$ cat config.mk
export PLATFORM = sky130hd
export DESIGN_NAME = tsr_reg_bank
export DESIGN_NICKNAME = d
export VERILOG_FILES = /design/src/tsr_addr_ptr.v /design/src/tsr_irq_latch.v /design/src/tsr_reg_bank.v
export VERILOG_INCLUDE_DIRS = /design/src
export SDC_FILE = /design/constraint.sdc
export NUM_CORES = 1
export LEC_CHECK = 0
export ABC_AREA = 1
export BUFFER_PORTS_ARGS = -buffer_cell sky130_fd_sc_hd__clkbuf_2
export CORE_ASPECT_RATIO = 0.9
export CORE_MARGIN = 2
export CORE_UTILIZATION = 35
export DETAILED_ROUTE_END_ITERATION = 6
export PLACE_DENSITY = 0.61
export SYNTH_ARGS = -nofsm -noshare
export SYNTH_HDL_FRONTEND = slang
export SYNTH_SLANG_ARGS = --single-unit
$ cat constraint.sdc
create_clock -name clk_sys -period 2.6 [get_ports clk_sys]
set_clock_uncertainty 0.1 [all_clocks]
set_input_delay 0.52 -clock clk_sys [delete_from_list [all_inputs] [get_ports clk_sys]]
set_output_delay 0.52 -clock clk_sys [all_outputs]
set_load 0.05 [all_outputs]
$ cat src/tsr_consts.vh
/*
 * tsr_consts.vh: register offsets, field positions, write masks and
 * reset values of the thermal sensor register bank.
 * Assumes: included by its bare name; definitions only.
 */
`ifndef TSR_CONSTS_VH
`define TSR_CONSTS_VH

// ==========================================================
// register offsets (byte addresses)
// ==========================================================
`define TSR_A_RSVD0        6'h00
`define TSR_A_OBJ_RAW      6'h01
`define TSR_A_AMB_RAW      6'h03
`define TSR_A_OBJ_FAST     6'h05
`define TSR_A_OBJ_SLOW     6'h07
`define TSR_A_AMB_FILT     6'h0a
`define TSR_A_SNAP         6'h0c
`define TSR_A_PRES_MAG     6'h0f
`define TSR_A_MOT_MAG      6'h10
`define TSR_A_JUMP_MAG     6'h11
`define TSR_A_INT_STAT     6'h12
`define TSR_A_LIVE_STAT    6'h13
`define TSR_A_FILT12       6'h14
`define TSR_A_FILT3        6'h15
`define TSR_A_PRES_THR     6'h16
`define TSR_A_MOT_THR      6'h17
`define TSR_A_JUMP_THR     6'h18
`define TSR_A_INT_MASK     6'h19
`define TSR_A_DET_CFG      6'h1a
`define TSR_A_TIMER        6'h1b
`define TSR_A_OT_THR       6'h1c
`define TSR_A_RSVD30       6'h1e
`define TSR_A_NVM_CTRL     6'h1f
`define TSR_A_NVM_FIRST    6'h20
`define TSR_A_NVM_LAST     6'h3e
`define TSR_A_BUS_ADDR     6'h3f
`define TSR_A_LAST         6'h3f

// ==========================================================
// write masks for partly reserved registers
// ==========================================================
`define TSR_M_FILT3        8'h0f
`define TSR_M_INT_MASK     8'h1f
`define TSR_M_DET_CFG      8'h1f

// ==========================================================
// field positions
// ==========================================================
`define TSR_F_CYCLE_LSB    0
`define TSR_F_SRC_LSB      2
`define TSR_F_OT_DIR       4
`define TSR_F_SIGN_LSB     5
`define TSR_N_FLAGS        5
`define TSR_N_SIGNS        3
`define TSR_SNAP_SHIFT     4

// ==========================================================
// reset values
// ==========================================================
`define TSR_RST_BYTE       8'h00
`define TSR_RST_WORD       16'h0000
`define TSR_RST_PTR        6'h00

`endif

$ cat src/tsr_addr_ptr.v
/*
 * tsr_addr_ptr.v: register address pointer with auto-increment.
 * Assumes: load and advance come from the serial engine, synchronous
 * to clk_sys; only the low six address bits are kept.
 */
`timescale 1ns/10ps
`include "tsr_consts.vh"

module tsr_addr_ptr (
    clk_sys,
    reset_n,
    ptr_load,
    ptr_load_addr,
    ptr_advance,
    ptr_value
);
    input        clk_sys;
    input        reset_n;
    input        ptr_load;
    input  [7:0] ptr_load_addr;
    input        ptr_advance;
    output [5:0] ptr_value;

    reg    [5:0] ptr_ff;
    reg    [5:0] nxt_ptr;

    // ======================================================
    // next pointer: load wins, else step and wrap past 63
    // ======================================================
    always @* begin
        nxt_ptr = ptr_ff;
        if (ptr_load) begin
            nxt_ptr = ptr_load_addr[5:0];
        end else if (ptr_advance) begin
            if (ptr_ff == `TSR_A_LAST) begin
                nxt_ptr = `TSR_RST_PTR;
            end else begin
                nxt_ptr = ptr_ff + 6'h01;
            end
        end
    end

    always @(posedge clk_sys or negedge reset_n) begin
        if (!reset_n) begin
            ptr_ff <= `TSR_RST_PTR;
        end else begin
            ptr_ff <= nxt_ptr;
        end
    end

    assign ptr_value = ptr_ff;
endmodule

$ cat src/tsr_irq_latch.v
/*
 * tsr_irq_latch.v: sticky interrupt flags with latched signs.
 * Assumes: event pulses come from the detection core; clear is the
 * one-cycle read strobe of the status byte.
 */
`timescale 1ns/10ps
`include "tsr_consts.vh"

module tsr_irq_latch (
    clk_sys,
    reset_n,
    evt_flag,
    evt_sign,
    stat_clear,
    stat_value
);
    input        clk_sys;
    input        reset_n;
    input  [4:0] evt_flag;
    input  [2:0] evt_sign;
    input        stat_clear;
    output [7:0] stat_value;

    reg    [7:0] stat_ff;
    genvar       gi;

    // ======================================================
    // flags: bit set wins over read clear
    // ======================================================
    generate
        for (gi = 0; gi < `TSR_N_FLAGS; gi = gi + 1) begin : g_flag
            always @(posedge clk_sys or negedge reset_n) begin
                if (!reset_n) begin
                    stat_ff[gi] <= 1'b0;
                end else if (evt_flag[gi]) begin
                    stat_ff[gi] <= 1'b1;
                end else if (stat_clear) begin
                    stat_ff[gi] <= 1'b0;
                end
            end
        end
        // signs of presence, motion, ambient jump (flags 3..1)
        for (gi = 0; gi < `TSR_N_SIGNS; gi = gi + 1) begin : g_sign
            always @(posedge clk_sys or negedge reset_n) begin
                if (!reset_n) begin
                    stat_ff[`TSR_F_SIGN_LSB + gi] <= 1'b0;
                end else if (evt_flag[gi + 1]) begin
                    stat_ff[`TSR_F_SIGN_LSB + gi] <= evt_sign[gi];
                end else if (stat_clear) begin
                    stat_ff[`TSR_F_SIGN_LSB + gi] <= 1'b0;
                end
            end
        end
    endgenerate

    assign stat_value = stat_ff;
endmodule

$ cat src/tsr_reg_bank.v
/*
 * tsr_reg_bank.v: byte-addressed register bank of the thermopile
 * sensing chip, top level.
 * Assumes: a serial engine in front delivers the address byte, write
 * bytes and read requests as one-cycle strobes on clk_sys; the filter
 * and detection core supplies samples and event pulses.
 */
`timescale 1ns/10ps
`include "tsr_consts.vh"

module tsr_reg_bank (
    clk_sys,
    reset_n,
    ptr_load,
    ptr_load_addr,
    wr_stb,
    wr_data,
    rd_stb,
    rd_data,
    object_raw_sample,
    ambient_raw_sample,
    object_filter_fast,
    object_filter_slow,
    ambient_filtered,
    motion_detect,
    presence_magnitude,
    motion_magnitude,
    ambient_jump_magnitude,
    live_condition_status,
    evt_flag,
    evt_sign,
    nvm_load_stb,
    nvm_load_addr,
    nvm_load_data,
    bus_device_address,
    fast_filter_constant,
    slow_filter_constant,
    ambient_filter_constant,
    presence_threshold,
    motion_threshold,
    ambient_jump_threshold,
    interrupt_enable_mask,
    motion_cycle_sel,
    presence_src_sel,
    overtemp_dir,
    periodic_timer_setting,
    overtemp_threshold,
    nvm_access_control,
    int_n
);
    input         clk_sys;
    input         reset_n;
    input         ptr_load;
    input  [7:0]  ptr_load_addr;
    input         wr_stb;
    input  [7:0]  wr_data;
    input         rd_stb;
    output [7:0]  rd_data;
    input  [16:0] object_raw_sample;
    input  [14:0] ambient_raw_sample;
    input  [19:0] object_filter_fast;
    input  [19:0] object_filter_slow;
    input  [15:0] ambient_filtered;
    input         motion_detect;
    input  [7:0]  presence_magnitude;
    input  [7:0]  motion_magnitude;
    input  [7:0]  ambient_jump_magnitude;
    input  [7:0]  live_condition_status;
    input  [4:0]  evt_flag;
    input  [2:0]  evt_sign;
    input         nvm_load_stb;
    input  [4:0]  nvm_load_addr;
    input  [7:0]  nvm_load_data;
    input  [7:0]  bus_device_address;
    output [3:0]  fast_filter_constant;
    output [3:0]  slow_filter_constant;
    output [3:0]  ambient_filter_constant;
    output [7:0]  presence_threshold;
    output [7:0]  motion_threshold;
    output [7:0]  ambient_jump_threshold;
    output [4:0]  interrupt_enable_mask;
    output [1:0]  motion_cycle_sel;
    output [1:0]  presence_src_sel;
    output        overtemp_dir;
    output [7:0]  periodic_timer_setting;
    output [15:0] overtemp_threshold;
    output [7:0]  nvm_access_control;
    output        int_n;

    // ======================================================
    // declarations
    // ======================================================
    wire   [5:0]  ptr;
    wire   [7:0]  int_stat;
    wire          ptr_advance;
    wire          stat_clear;
    wire          wr_go;
    wire          rd_go;

    reg    [31:0] img_raw_ff;       // bytes 1..4
    reg    [39:0] img_filt_ff;      // bytes 5..9
    reg    [15:0] img_amb_ff;       // bytes 10..11
    reg    [23:0] snap_ff;          // bytes 12..14
    reg    [23:0] img_snap_ff;
    reg    [7:0]  img_pres_ff;
    reg    [7:0]  img_mot_ff;
    reg    [7:0]  img_jump_ff;
    reg    [7:0]  img_live_ff;

    reg    [7:0]  filt12_ff;
    reg    [7:0]  filt3_ff;
    reg    [7:0]  pres_thr_ff;
    reg    [7:0]  mot_thr_ff;
    reg    [7:0]  jump_thr_ff;
    reg    [7:0]  int_mask_ff;
    reg    [7:0]  det_cfg_ff;
    reg    [7:0]  timer_ff;
    reg    [15:0] ot_thr_ff;
    reg    [7:0]  nvm_ctrl_ff;

    reg    [7:0]  nvm_mem [0:30];
    reg    [7:0]  rd_data_ff;
    reg    [7:0]  nxt_rd_data;
    reg    [5:0]  nvm_idx;
    reg           int_n_ff;

    // ======================================================
    // strobe qualification
    // ======================================================
    // a write takes the cycle when both strobes arrive together
    assign wr_go       = wr_stb;
    assign rd_go       = rd_stb & ~wr_stb;
    assign ptr_advance = wr_go | rd_go;
    assign stat_clear  = rd_go & (ptr == `TSR_A_INT_STAT);

    // ======================================================
    // address pointer
    // ======================================================
    tsr_addr_ptr u_ptr (
        .clk_sys       (clk_sys),
        .reset_n       (reset_n),
        .ptr_load      (ptr_load),
        .ptr_load_addr (ptr_load_addr),
        .ptr_advance   (ptr_advance),
        .ptr_value     (ptr)
    );

    // ======================================================
    // interrupt status latch
    // ======================================================
    tsr_irq_latch u_irq (
        .clk_sys    (clk_sys),
        .reset_n    (reset_n),
        .evt_flag   (evt_flag),
        .evt_sign   (evt_sign),
        .stat_clear (stat_clear),
        .stat_value (int_stat)
    );

    // ======================================================
    // motion snapshot of the slow object filter
    // ======================================================
    // slow filter carries scale 8; shifting by 4 gives scale 128
    always @(posedge clk_sys or negedge reset_n) begin
        if (!reset_n) begin
            snap_ff <= 24'h000000;
        end else if (motion_detect) begin
            snap_ff <= {object_filter_slow, 4'h0};
        end
    end

    // ======================================================
    // read image of live values
    // ======================================================
    // frozen when the address byte arrives so that a burst
    // over a multi-byte field never mixes two samples
    always @(posedge clk_sys or negedge reset_n) begin
        if (!reset_n) begin
            img_raw_ff  <= 32'h00000000;
            img_filt_ff <= 40'h0000000000;
            img_amb_ff  <= `TSR_RST_WORD;
            img_snap_ff <= 24'h000000;
            img_pres_ff <= `TSR_RST_BYTE;
            img_mot_ff  <= `TSR_RST_BYTE;
            img_jump_ff <= `TSR_RST_BYTE;
            img_live_ff <= `TSR_RST_BYTE;
        end else if (ptr_load) begin
            // object msb in byte 1, ambient lsb in byte 4
            img_raw_ff  <= {object_raw_sample,
                            ambient_raw_sample};
            img_filt_ff <= {object_filter_fast,
                            object_filter_slow};
            img_amb_ff  <= ambient_filtered;
            img_snap_ff <= snap_ff;
            img_pres_ff <= presence_magnitude;
            img_mot_ff  <= motion_magnitude;
            img_jump_ff <= ambient_jump_magnitude;
            img_live_ff <= live_condition_status;
        end
    end

    // ======================================================
    // writable control registers
    // ======================================================
    // undefined to the master until it writes them; zero here
    always @(posedge clk_sys or negedge reset_n) begin
        if (!reset_n) begin
            filt12_ff   <= `TSR_RST_BYTE;
            filt3_ff    <= `TSR_RST_BYTE;
            pres_thr_ff <= `TSR_RST_BYTE;
            mot_thr_ff  <= `TSR_RST_BYTE;
            jump_thr_ff <= `TSR_RST_BYTE;
            int_mask_ff <= `TSR_RST_BYTE;
            det_cfg_ff  <= `TSR_RST_BYTE;
            timer_ff    <= `TSR_RST_BYTE;
            ot_thr_ff   <= `TSR_RST_WORD;
            nvm_ctrl_ff <= `TSR_RST_BYTE;
        end else if (wr_go) begin
            // other addresses fall through unchanged
            case (ptr)
                `TSR_A_FILT12: begin
                    filt12_ff <= wr_data;
                end
                `TSR_A_FILT3: begin
                    filt3_ff <= wr_data & `TSR_M_FILT3;
                end
                `TSR_A_PRES_THR: begin
                    pres_thr_ff <= wr_data;
                end
                `TSR_A_MOT_THR: begin
                    mot_thr_ff <= wr_data;
                end
                `TSR_A_JUMP_THR: begin
                    jump_thr_ff <= wr_data;
                end
                `TSR_A_INT_MASK: begin
                    int_mask_ff <= wr_data & `TSR_M_INT_MASK;
                end
                `TSR_A_DET_CFG: begin
                    det_cfg_ff <= wr_data & `TSR_M_DET_CFG;
                end
                `TSR_A_TIMER: begin
                    timer_ff <= wr_data;
                end
                `TSR_A_OT_THR: begin
                    ot_thr_ff[15:8] <= wr_data;
                end
                `TSR_A_OT_THR + 6'h01: begin
                    ot_thr_ff[7:0] <= wr_data;
                end
                `TSR_A_NVM_CTRL: begin
                    nvm_ctrl_ff <= wr_data;
                end
                default: begin
                    nvm_ctrl_ff <= nvm_ctrl_ff;
                end
            endcase
        end
    end

    // ======================================================
    // non-volatile contents window
    // ======================================================
    // filled by the nvm sequencer; the bus cannot write it
    always @(posedge clk_sys) begin
        if (nvm_load_stb && (nvm_load_addr != 5'h1f)) begin
            nvm_mem[nvm_load_addr] <= nvm_load_data;
        end
    end

    // index into the window for the current pointer
    always @* begin
        nvm_idx = ptr - `TSR_A_NVM_FIRST;
    end

    // ======================================================
    // read multiplexer
    // ======================================================
    always @* begin
        nxt_rd_data = `TSR_RST_BYTE;
        case (ptr)
            `TSR_A_OBJ_RAW: begin
                nxt_rd_data = img_raw_ff[31:24];
            end
            `TSR_A_OBJ_RAW + 6'h01: begin
                nxt_rd_data = img_raw_ff[23:16];
            end
            `TSR_A_AMB_RAW: begin
                nxt_rd_data = img_raw_ff[15:8];
            end
            `TSR_A_AMB_RAW + 6'h01: begin
                nxt_rd_data = img_raw_ff[7:0];
            end
            `TSR_A_OBJ_FAST: begin
                nxt_rd_data = img_filt_ff[39:32];
            end
            `TSR_A_OBJ_FAST + 6'h01: begin
                nxt_rd_data = img_filt_ff[31:24];
            end
            `TSR_A_OBJ_SLOW: begin
                nxt_rd_data = img_filt_ff[23:16];
            end
            `TSR_A_OBJ_SLOW + 6'h01: begin
                nxt_rd_data = img_filt_ff[15:8];
            end
            `TSR_A_OBJ_SLOW + 6'h02: begin
                nxt_rd_data = img_filt_ff[7:0];
            end
            `TSR_A_AMB_FILT: begin
                nxt_rd_data = img_amb_ff[15:8];
            end
            `TSR_A_AMB_FILT + 6'h01: begin
                nxt_rd_data = img_amb_ff[7:0];
            end
            `TSR_A_SNAP: begin
                nxt_rd_data = img_snap_ff[23:16];
            end
            `TSR_A_SNAP + 6'h01: begin
                nxt_rd_data = img_snap_ff[15:8];
            end
            `TSR_A_SNAP + 6'h02: begin
                nxt_rd_data = img_snap_ff[7:0];
            end
            `TSR_A_PRES_MAG: begin
                nxt_rd_data = img_pres_ff;
            end
            `TSR_A_MOT_MAG: begin
                nxt_rd_data = img_mot_ff;
            end
            `TSR_A_JUMP_MAG: begin
                nxt_rd_data = img_jump_ff;
            end
            `TSR_A_INT_STAT: begin
                nxt_rd_data = int_stat;
            end
            `TSR_A_LIVE_STAT: begin
                nxt_rd_data = img_live_ff;
            end
            `TSR_A_FILT12: begin
                nxt_rd_data = filt12_ff;
            end
            `TSR_A_FILT3: begin
                nxt_rd_data = filt3_ff;
            end
            `TSR_A_PRES_THR: begin
                nxt_rd_data = pres_thr_ff;
            end
            `TSR_A_MOT_THR: begin
                nxt_rd_data = mot_thr_ff;
            end
            `TSR_A_JUMP_THR: begin
                nxt_rd_data = jump_thr_ff;
            end
            `TSR_A_INT_MASK: begin
                nxt_rd_data = int_mask_ff;
            end
            `TSR_A_DET_CFG: begin
                nxt_rd_data = det_cfg_ff;
            end
            `TSR_A_TIMER: begin
                nxt_rd_data = timer_ff;
            end
            `TSR_A_OT_THR: begin
                nxt_rd_data = ot_thr_ff[15:8];
            end
            `TSR_A_OT_THR + 6'h01: begin
                nxt_rd_data = ot_thr_ff[7:0];
            end
            `TSR_A_NVM_CTRL: begin
                nxt_rd_data = nvm_ctrl_ff;
            end
            `TSR_A_BUS_ADDR: begin
                nxt_rd_data = bus_device_address;
            end
            default: begin
                // window 0x20..0x3e, reserved bytes read zero
                if (ptr >= `TSR_A_NVM_FIRST) begin
                    nxt_rd_data = nvm_mem[nvm_idx[4:0]];
                end
            end
        endcase
    end

    // ======================================================
    // read data register
    // ======================================================
    always @(posedge clk_sys or negedge reset_n) begin
        if (!reset_n) begin
            rd_data_ff <= `TSR_RST_BYTE;
        end else if (rd_go) begin
            rd_data_ff <= nxt_rd_data;
        end
    end

    // ======================================================
    // interrupt pin
    // ======================================================
    // low while any enabled latched flag stands
    always @(posedge clk_sys or negedge reset_n) begin
        if (!reset_n) begin
            int_n_ff <= 1'b1;
        end else begin
            int_n_ff <= ~|(int_stat[4:0] & int_mask_ff[4:0]);
        end
    end

    // ======================================================
    // outputs
    // ======================================================
    assign rd_data                 = rd_data_ff;
    assign int_n                   = int_n_ff;
    assign fast_filter_constant    = filt12_ff[3:0];
    assign slow_filter_constant    = filt12_ff[7:4];
    assign ambient_filter_constant = filt3_ff[3:0];
    assign presence_threshold      = pres_thr_ff;
    assign motion_threshold        = mot_thr_ff;
    assign ambient_jump_threshold  = jump_thr_ff;
    assign interrupt_enable_mask   = int_mask_ff[4:0];
    assign motion_cycle_sel        = det_cfg_ff[`TSR_F_CYCLE_LSB +: 2];
    assign presence_src_sel        = det_cfg_ff[`TSR_F_SRC_LSB +: 2];
    assign overtemp_dir            = det_cfg_ff[`TSR_F_OT_DIR];
    assign periodic_timer_setting  = timer_ff;
    assign overtemp_threshold      = ot_thr_ff;
    assign nvm_access_control      = nvm_ctrl_ff;
endmodule

==> reports/metrics.cfg, run 1 <==
[outcome]
status = complete, no violations

[layout]
diodes = 0
stdcell_area_um2 = 27800
nNetsFinal = 3097
areaGrowthSynthToFinish_pct = 23.6
final_cells = 3817
nFillCells = 6269
final_cell_mix = nand2_1, nor2_1, dfrtp_1
layout_commonest_cell = nand2_1
final_core_util_pct = 43.5
drive_above_1_share_pct = 16.1

[grt]
grt_pass1_wl_um = 107000
grt_max_degree = 92
grt_overflow = 0
grtUsageTotal_pct = 21.0
grt_antenna_before_repair = 0
grt_pass1_vias = 17700

[setup_path]
cp-end-kind = register
arrival_ps = 2930
startpoint_type = register
critPathKind = register to register
worstPathRequired_ps = 3060
cp_max_fo = 7

[synthesis]
ys_ff_latch = 509
synth_compound_area_share_pct = 6.06
synthDistinctLibCells = 33
async_flop_share_pct = 51.3
muxShareOfSynthArea_pct = 0.0501
yosys.area_share.simple_pct = 27.4
synth-xor-area-share_pct = 0
synth_area_um2 = 22500
syn_inst = 2562
synth_ff_type = dfrtp_1
ys_warn_count = 0
synth.avg_cell_area_um2 = 8.78
synth_edf_count = 248
synthesis.nets = 2738
synth-seq-area-share_pct = 62.2
synth_top_family_by_area = simple AND/OR/NAND/NOR gates
synth_fa_ha_area_share_pct = 0.223

[drt]
wl_um = 70800
drcViolationCount = 0
first_iter_violations = 1753
via_per_inst = 4.94
via_count = 18900
ant_nets = 0
dr.pass1.iters = 6
wire_per_inst_um = 18.5

[sta]
setup_viol = 0
relSlewSlack_pct = 41.6
final.period_utilization_pct = 95.1
slew_viol_final = 0
hold_viol = 0
setup_ws_ps = 129
rsz0062_at_grt = false
worstMarginPinSlew_ps = 876
tns_ps = 0
post-route-min-period_ps = 2470
fmaxAchievable_ghz = 0.405
hold_ws_ps = 5.85

[clock_tree]
cts_root_buf = clkbuf_16
clkTransAtPathRegs_ps = 70
cts_buffer_depth = 3
cts.sinks = 509
cts_tree = yes
h-tree-depth = 2
clk_latency_ps = 630
numCtsBuffers = 54

[pwr]
p_leak_nw = 13.0
finalPower_mw = 22.6
power.density_nw_per_um2 = 814
ir_drop_mv = 0.772

[place]
pre_cts_ws_ps = 111
gp_congestion = 0.883
dpl_cell_area_um2 = 25300
dp_hpwl_um = 47800
placedCellCount = 3649
io_buffers = 256

[floorplanning]
initial_utilization_pct = 35.2
core_area_um2 = 63900
die_x_um = 271
io_pins = 259
dieArea_um2 = 66300
die_height_um = 244
fp-row-count = 88

[job]
maxCapViolations = 0

[min_path]
min_path_type = input pin to register

==> cell type report <==
type / instances / area [um^2] / share of cell area, %
multi-input combinational: 1818 / 7640 / 27.5
clock buffer: 73 / 1450 / 5.23
sequential: 509 / 14000 / 50.3
tap: 855 / 1070 / 3.85
inverter: 105 / 397 / 1.43
clock inverter: 24 / 293 / 1.05
timing repair buffer: 433 / 2960 / 10.6
==> power by group <==
group	internal (mW)	switching [mW]
clock	4.43	3.28
sequential	9.18	0.615
combinational	1.32	3.80
total	14.9	7.70
==> Yosys cell counts (2+ instances only) <==
master	instances	area [um^2]
nand2_2	2	12.5
nand3_1	110	551
a22o_1	2	17.5
nand4_1	62	388
o21ai_1	5	25.0
clkinv_1	2	7.51
a21oi_1	24	120
o21ai_0	215	1080
inv_2	4	15.0
a21o_1	2	15.0
buf_1	8	30.0
buf_2	31	155
a22oi_1	3	22.5
nor2_1	316	1190
clkbuf_1	89	334
nand2_1	1044	3920
a32o_1	2	20.0
and2_1	2	12.5
ha_1	4	50.1
o211ai_1	6	45.0
buf_4	2	15.0
dfrtp_1	260	6510
inv_1	99	372
nor3_1	2	10.0
edfxtp_1	248	7450
nor2_2	11	68.8
==> critical path, stage by stage, from the launching register on <==
cell and delay [ps]:
dfrtp_4 520, inv_2 150, ha_2 280, inv_1 60, nor2_1 280, buf_4 240
nand3_1 70, o21ai_0 230, nor2_1 140, nand2_1 90, nor2_1 50, nand3_1 80
nor2_1 50, nor2_1 80
==> worst paths after layout <==
check                                               start                                     to  slack, ps  depth (start not counted)
max                        u_ptr.ptr_value[0]$_DFFE_PN0P_                 rd_data[4]$_DFFE_PN0P_        130                         13
min                              live_condition_status[6]             img_live_ff[6]$_DFFE_PN0P_          6                          3
max reg2reg                u_ptr.ptr_value[0]$_DFFE_PN0P_                 rd_data[4]$_DFFE_PN0P_        130                         13
min reg2reg                    img_jump_ff[3]$_DFFE_PN0P_             img_jump_ff[3]$_DFFE_PN0P_        370                          2
max in group asynchronous                         reset_n            img_filt_ff[28]$_DFFE_PN0P_       1280                          3
min in group asynchronous                         reset_n  periodic_timer_setting[2]$_DFFE_PN0P_        300                          2
==> per-layer routing <==
layer / vias up / global-route usage (%) / part of all wire (%)
li1: 9048 / - / -
met1: 9035 / 30.6 / 46
met2: 654 / 32.1 / 45
met3: 115 / 3.84 / 6.9
met4: 0 / 5.64 / 2.4
met5: - / 0 / 0
==> kinds of logic (layout without fill, tap and decap cells) <==
family,Yosys count,after routing
buffers and inverters,235,635
multiplexers,1,1
AO/OA/AOI/OAI,262,262
AND/OR/NAND/NOR,1551,1551
flip-flops,509,509
adder cells (fa/ha/maj),4,4
==> flip-flops by register name, indices dropped and copies added, names as in the netlist, 6 cells and up <==
signal / cells
img_raw_ff: 32
rd_data: 8
snap_ff: 20
img_snap_ff: 20
img_jump_ff: 8
filt12_ff: 8
nvm_access_control: 8
img_filt_ff: 40
img_amb_ff: 16
img_live_ff: 8
motion_threshold: 8
presence_threshold: 8
nvm_mem: 248
overtemp_threshold: 16
periodic_timer_setting: 8
u_ptr.ptr_value: 6
u_irq.stat_value: 8
img_pres_ff: 8
img_mot_ff: 8
ambient_jump_threshold: 8
==> timing repair <==
action	CTS	global route
resized for setup	0	13
hold endpoints to repair	107	0
hold buffers	66	0
setup buffers	0	5
setup endpoints to repair	0	40
Note: power is estimated with default switching activity, not from simulation.
==> run 2: changes to the inputs <==
- PLACE_DENSITY: 0.61 -> 0.59
- clock period: 2.6 -> 2.65 ns (I/O delays scaled with it)
==> run 2 against run 1 <==
Compared with the run above: non-clock buffer count is 62 lower; register-to-register slack hardly changed; die area stayed put; global-route usage is 0.098 points lower; via count is 0.21% lower; critical path depth stayed put; first-iteration DRC count is 9.1% higher; highest routed layer unchanged.
==> reports/metrics.cfg, run 2 (synthesis gave the netlist of run 1 again) <==
[outcome]
status = complete, no violations

[drt]
drcViolationCount = 0
first_iter_violations = 1913
wl_um = 70200
via_per_inst = 5.00
dr.pass1.iters = 5
wire_per_inst_um = 18.7
via_count = 18800
ant_nets = 0

[setup_path]
crit_family = simple AND/OR/NAND/NOR gates
cp_slowest_stage_delay_ps = 540
worstPathRequired_ps = 3100
critPathMostFrequentCell = nand2_1
endpoint = rd_data[6]$_DFFE_PN0P_
r2r-start = u_ptr.ptr_value[0]$_DFFE_PN0P_
arrival_ps = 2970
crit_slowest_cell = nor2_1
path_buf_inv = 2
regToRegEndpoint = rd_data[6]$_DFFE_PN0P_
startpoint_type = register
cp_num_cells = 13
cp_max_fo = 7
critPathKind = register to register
crit_chain = inv_2 -> ha_1 -> nand2_1 -> nor2_1 -> nand2_1 -> nand2_1 -> nor2_1 -> nand2_1 -> nor2_1 -> buf_4 -> nand2_1 -> nor2_1 -> a21oi_1
cp-startpoint = u_ptr.ptr_value[0]$_DFFE_PN0P_
ff2ff_path_depth = 13
ff2ff_setup_slack_ps = 130
cp-end-kind = register

[sta]
hold_viol = 0
final.period_utilization_pct = 95.1
post-route-min-period_ps = 2520
setup_ws_ps = 131
relSlewSlack_pct = 42.8
worstMarginPinSlew_ps = 855
slew_viol_final = 0
rsz0062_at_grt = false
tns_ps = 0
setup_viol = 0
fmaxAchievable_ghz = 0.397

[pwr]
p_leak_nw = 12.7
power.density_nw_per_um2 = 809
ir_drop_mv = 0.615

[layout]
largest_reg_flops = 248
areaGrowthSynthToFinish_pct = 20.9
diodes = 0
nFillCells = 6273
layout_commonest_cell = nand2_1
top_regs = nvm_mem (248), img_filt_ff (40), img_raw_ff (32)
final_cell_mix = nand2_1, nor2_1, dfrtp_1
largest-register = nvm_mem
drive_above_1_share_pct = 15.4
nNetsFinal = 3036

[grt]
grt_pass1_vias = 18300
grt_max_degree = 136
grt_antenna_before_repair = 1
grt_overflow = 0
grtUsageTotal_pct = 20.9
grt_pass1_wl_um = 107000

[clock_tree]
clkTransAtPathRegs_ps = 60
h-tree-depth = 2
cts_root_buf = clkbuf_16
cts_buffer_depth = 3
clk_latency_ps = 630
cts.sinks = 509
numCtsBuffers = 55
cts_tree = yes

[min_path]
min_path_cells = 3
min_path_type = input pin to register

[place]
io_buffers = 256
gp_congestion = 0.908
pre_cts_ws_ps = 71.7
dp_hpwl_um = 47400

[floorplanning]
initial_utilization_pct = 35.2
dieArea_um2 = 66300
fp-row-count = 88
core_area_um2 = 63900
die_height_um = 244
io_pins = 259
die_x_um = 271

[job]
maxCapViolations = 0

## run 2: cell types whose count changed in the layout (fill, tap and decap cells not counted), sizes merged
| cell | before | now |
|---|---|---|
| buf | 113 | 85 |
| clkbuf | 327 | 333 |
| inv | 107 | 109 |
| clkinv | 16 | 14 |
| dlygate4sd3 | 66 | 32 |
| bufinv | 5 | 3 |
## run 2: worst register-to-register path, cell delays in order, from the launching register on
cell	delay, ps
dfrtp_4	510
inv_2	150
ha_1	230
nand2_1	130
nor2_1	540
nand2_1	120
nand2_1	90
nor2_1	50
nand2_1	80
nor2_1	50
buf_4	150
nand2_1	80
nor2_1	40
a21oi_1	130
## run 2: final cells by class
type	count	area, um^2	area share, %
Timing Repair Buffer	371	2400	8.82
Inverter	105	397	1.46
Sequential cell	509	14000	51.4
Tap cell	855	1070	3.93
Multi-Input combinational cell	1818	7610	28.0
Clock inverter	22	213	0.782
Clock buffer	79	1530	5.61
## run 2: per-layer routing
metal  global-route usage, %  wire length [um]  vias to the layer above  part of all wire [%]
li1                        -                 -                     8908                     -
met1                    29.6             31000                     9055                    44
met2                    32.2             31600                      738                    45
met3                    4.46              5860                      112                   8.3
met4                    6.00              1820                        0                   2.6
met5                       0                 0                        -                     0
## run 2: where the power goes
part / leakage (nW) / internal (mW) / switching, mW
clock: 0.851 / 4.30 / 3.18
sequential: 5.48 / 9.01 / 0.597
combinational: 6.34 / 1.20 / 3.72
total: 12.7 / 14.5 / 7.49
## run 2: how the worst min path moves through the flow
stage,start,end,slack [ps]
detailed placement,img_raw_ff[12]$_DFFE_PN0P_,img_raw_ff[12]$_DFFE_PN0P_,360
floorplan,reset_n,ambient_jump_threshold[0]$_DFFE_PN0P_,130
CTS,ambient_filtered[4],img_amb_ff[4]$_DFFE_PN0P_,0.2
finish,motion_magnitude[2],img_mot_ff[2]$_DFFE_PN0P_,30
global placement,img_filt_ff[8]$_DFFE_PN0P_,img_filt_ff[8]$_DFFE_PN0P_,350
global route,object_filter_fast[10],img_filt_ff[30]$_DFFE_PN0P_,10
## run 2: repair_timing
item                                    in CTS  in global routing
endpoints found under the setup margin       0                 16
endpoints found under the hold margin       88                  0
gates resized for setup                      0                  6
buffers inserted                             0                  0
hold buffers                                32                  0
## run 2: metrics by stage
stage	instance area, um^2	total power [mW]	util [%]	cells	hold WS (ps)
6_report	27200	22.0	42.6	3759	27.5
5_1_grt	27200	22.9	42.6	3759	11.6
4_1_cts	27200	22.1	42.6	3759	0.214
3_3_place_gp	25100	14.5	39.3	3626	353
3_5_place_dp	25100	14.6	39.3	3626	358
2_1_floorplan	22500	12.7	-	2562	134
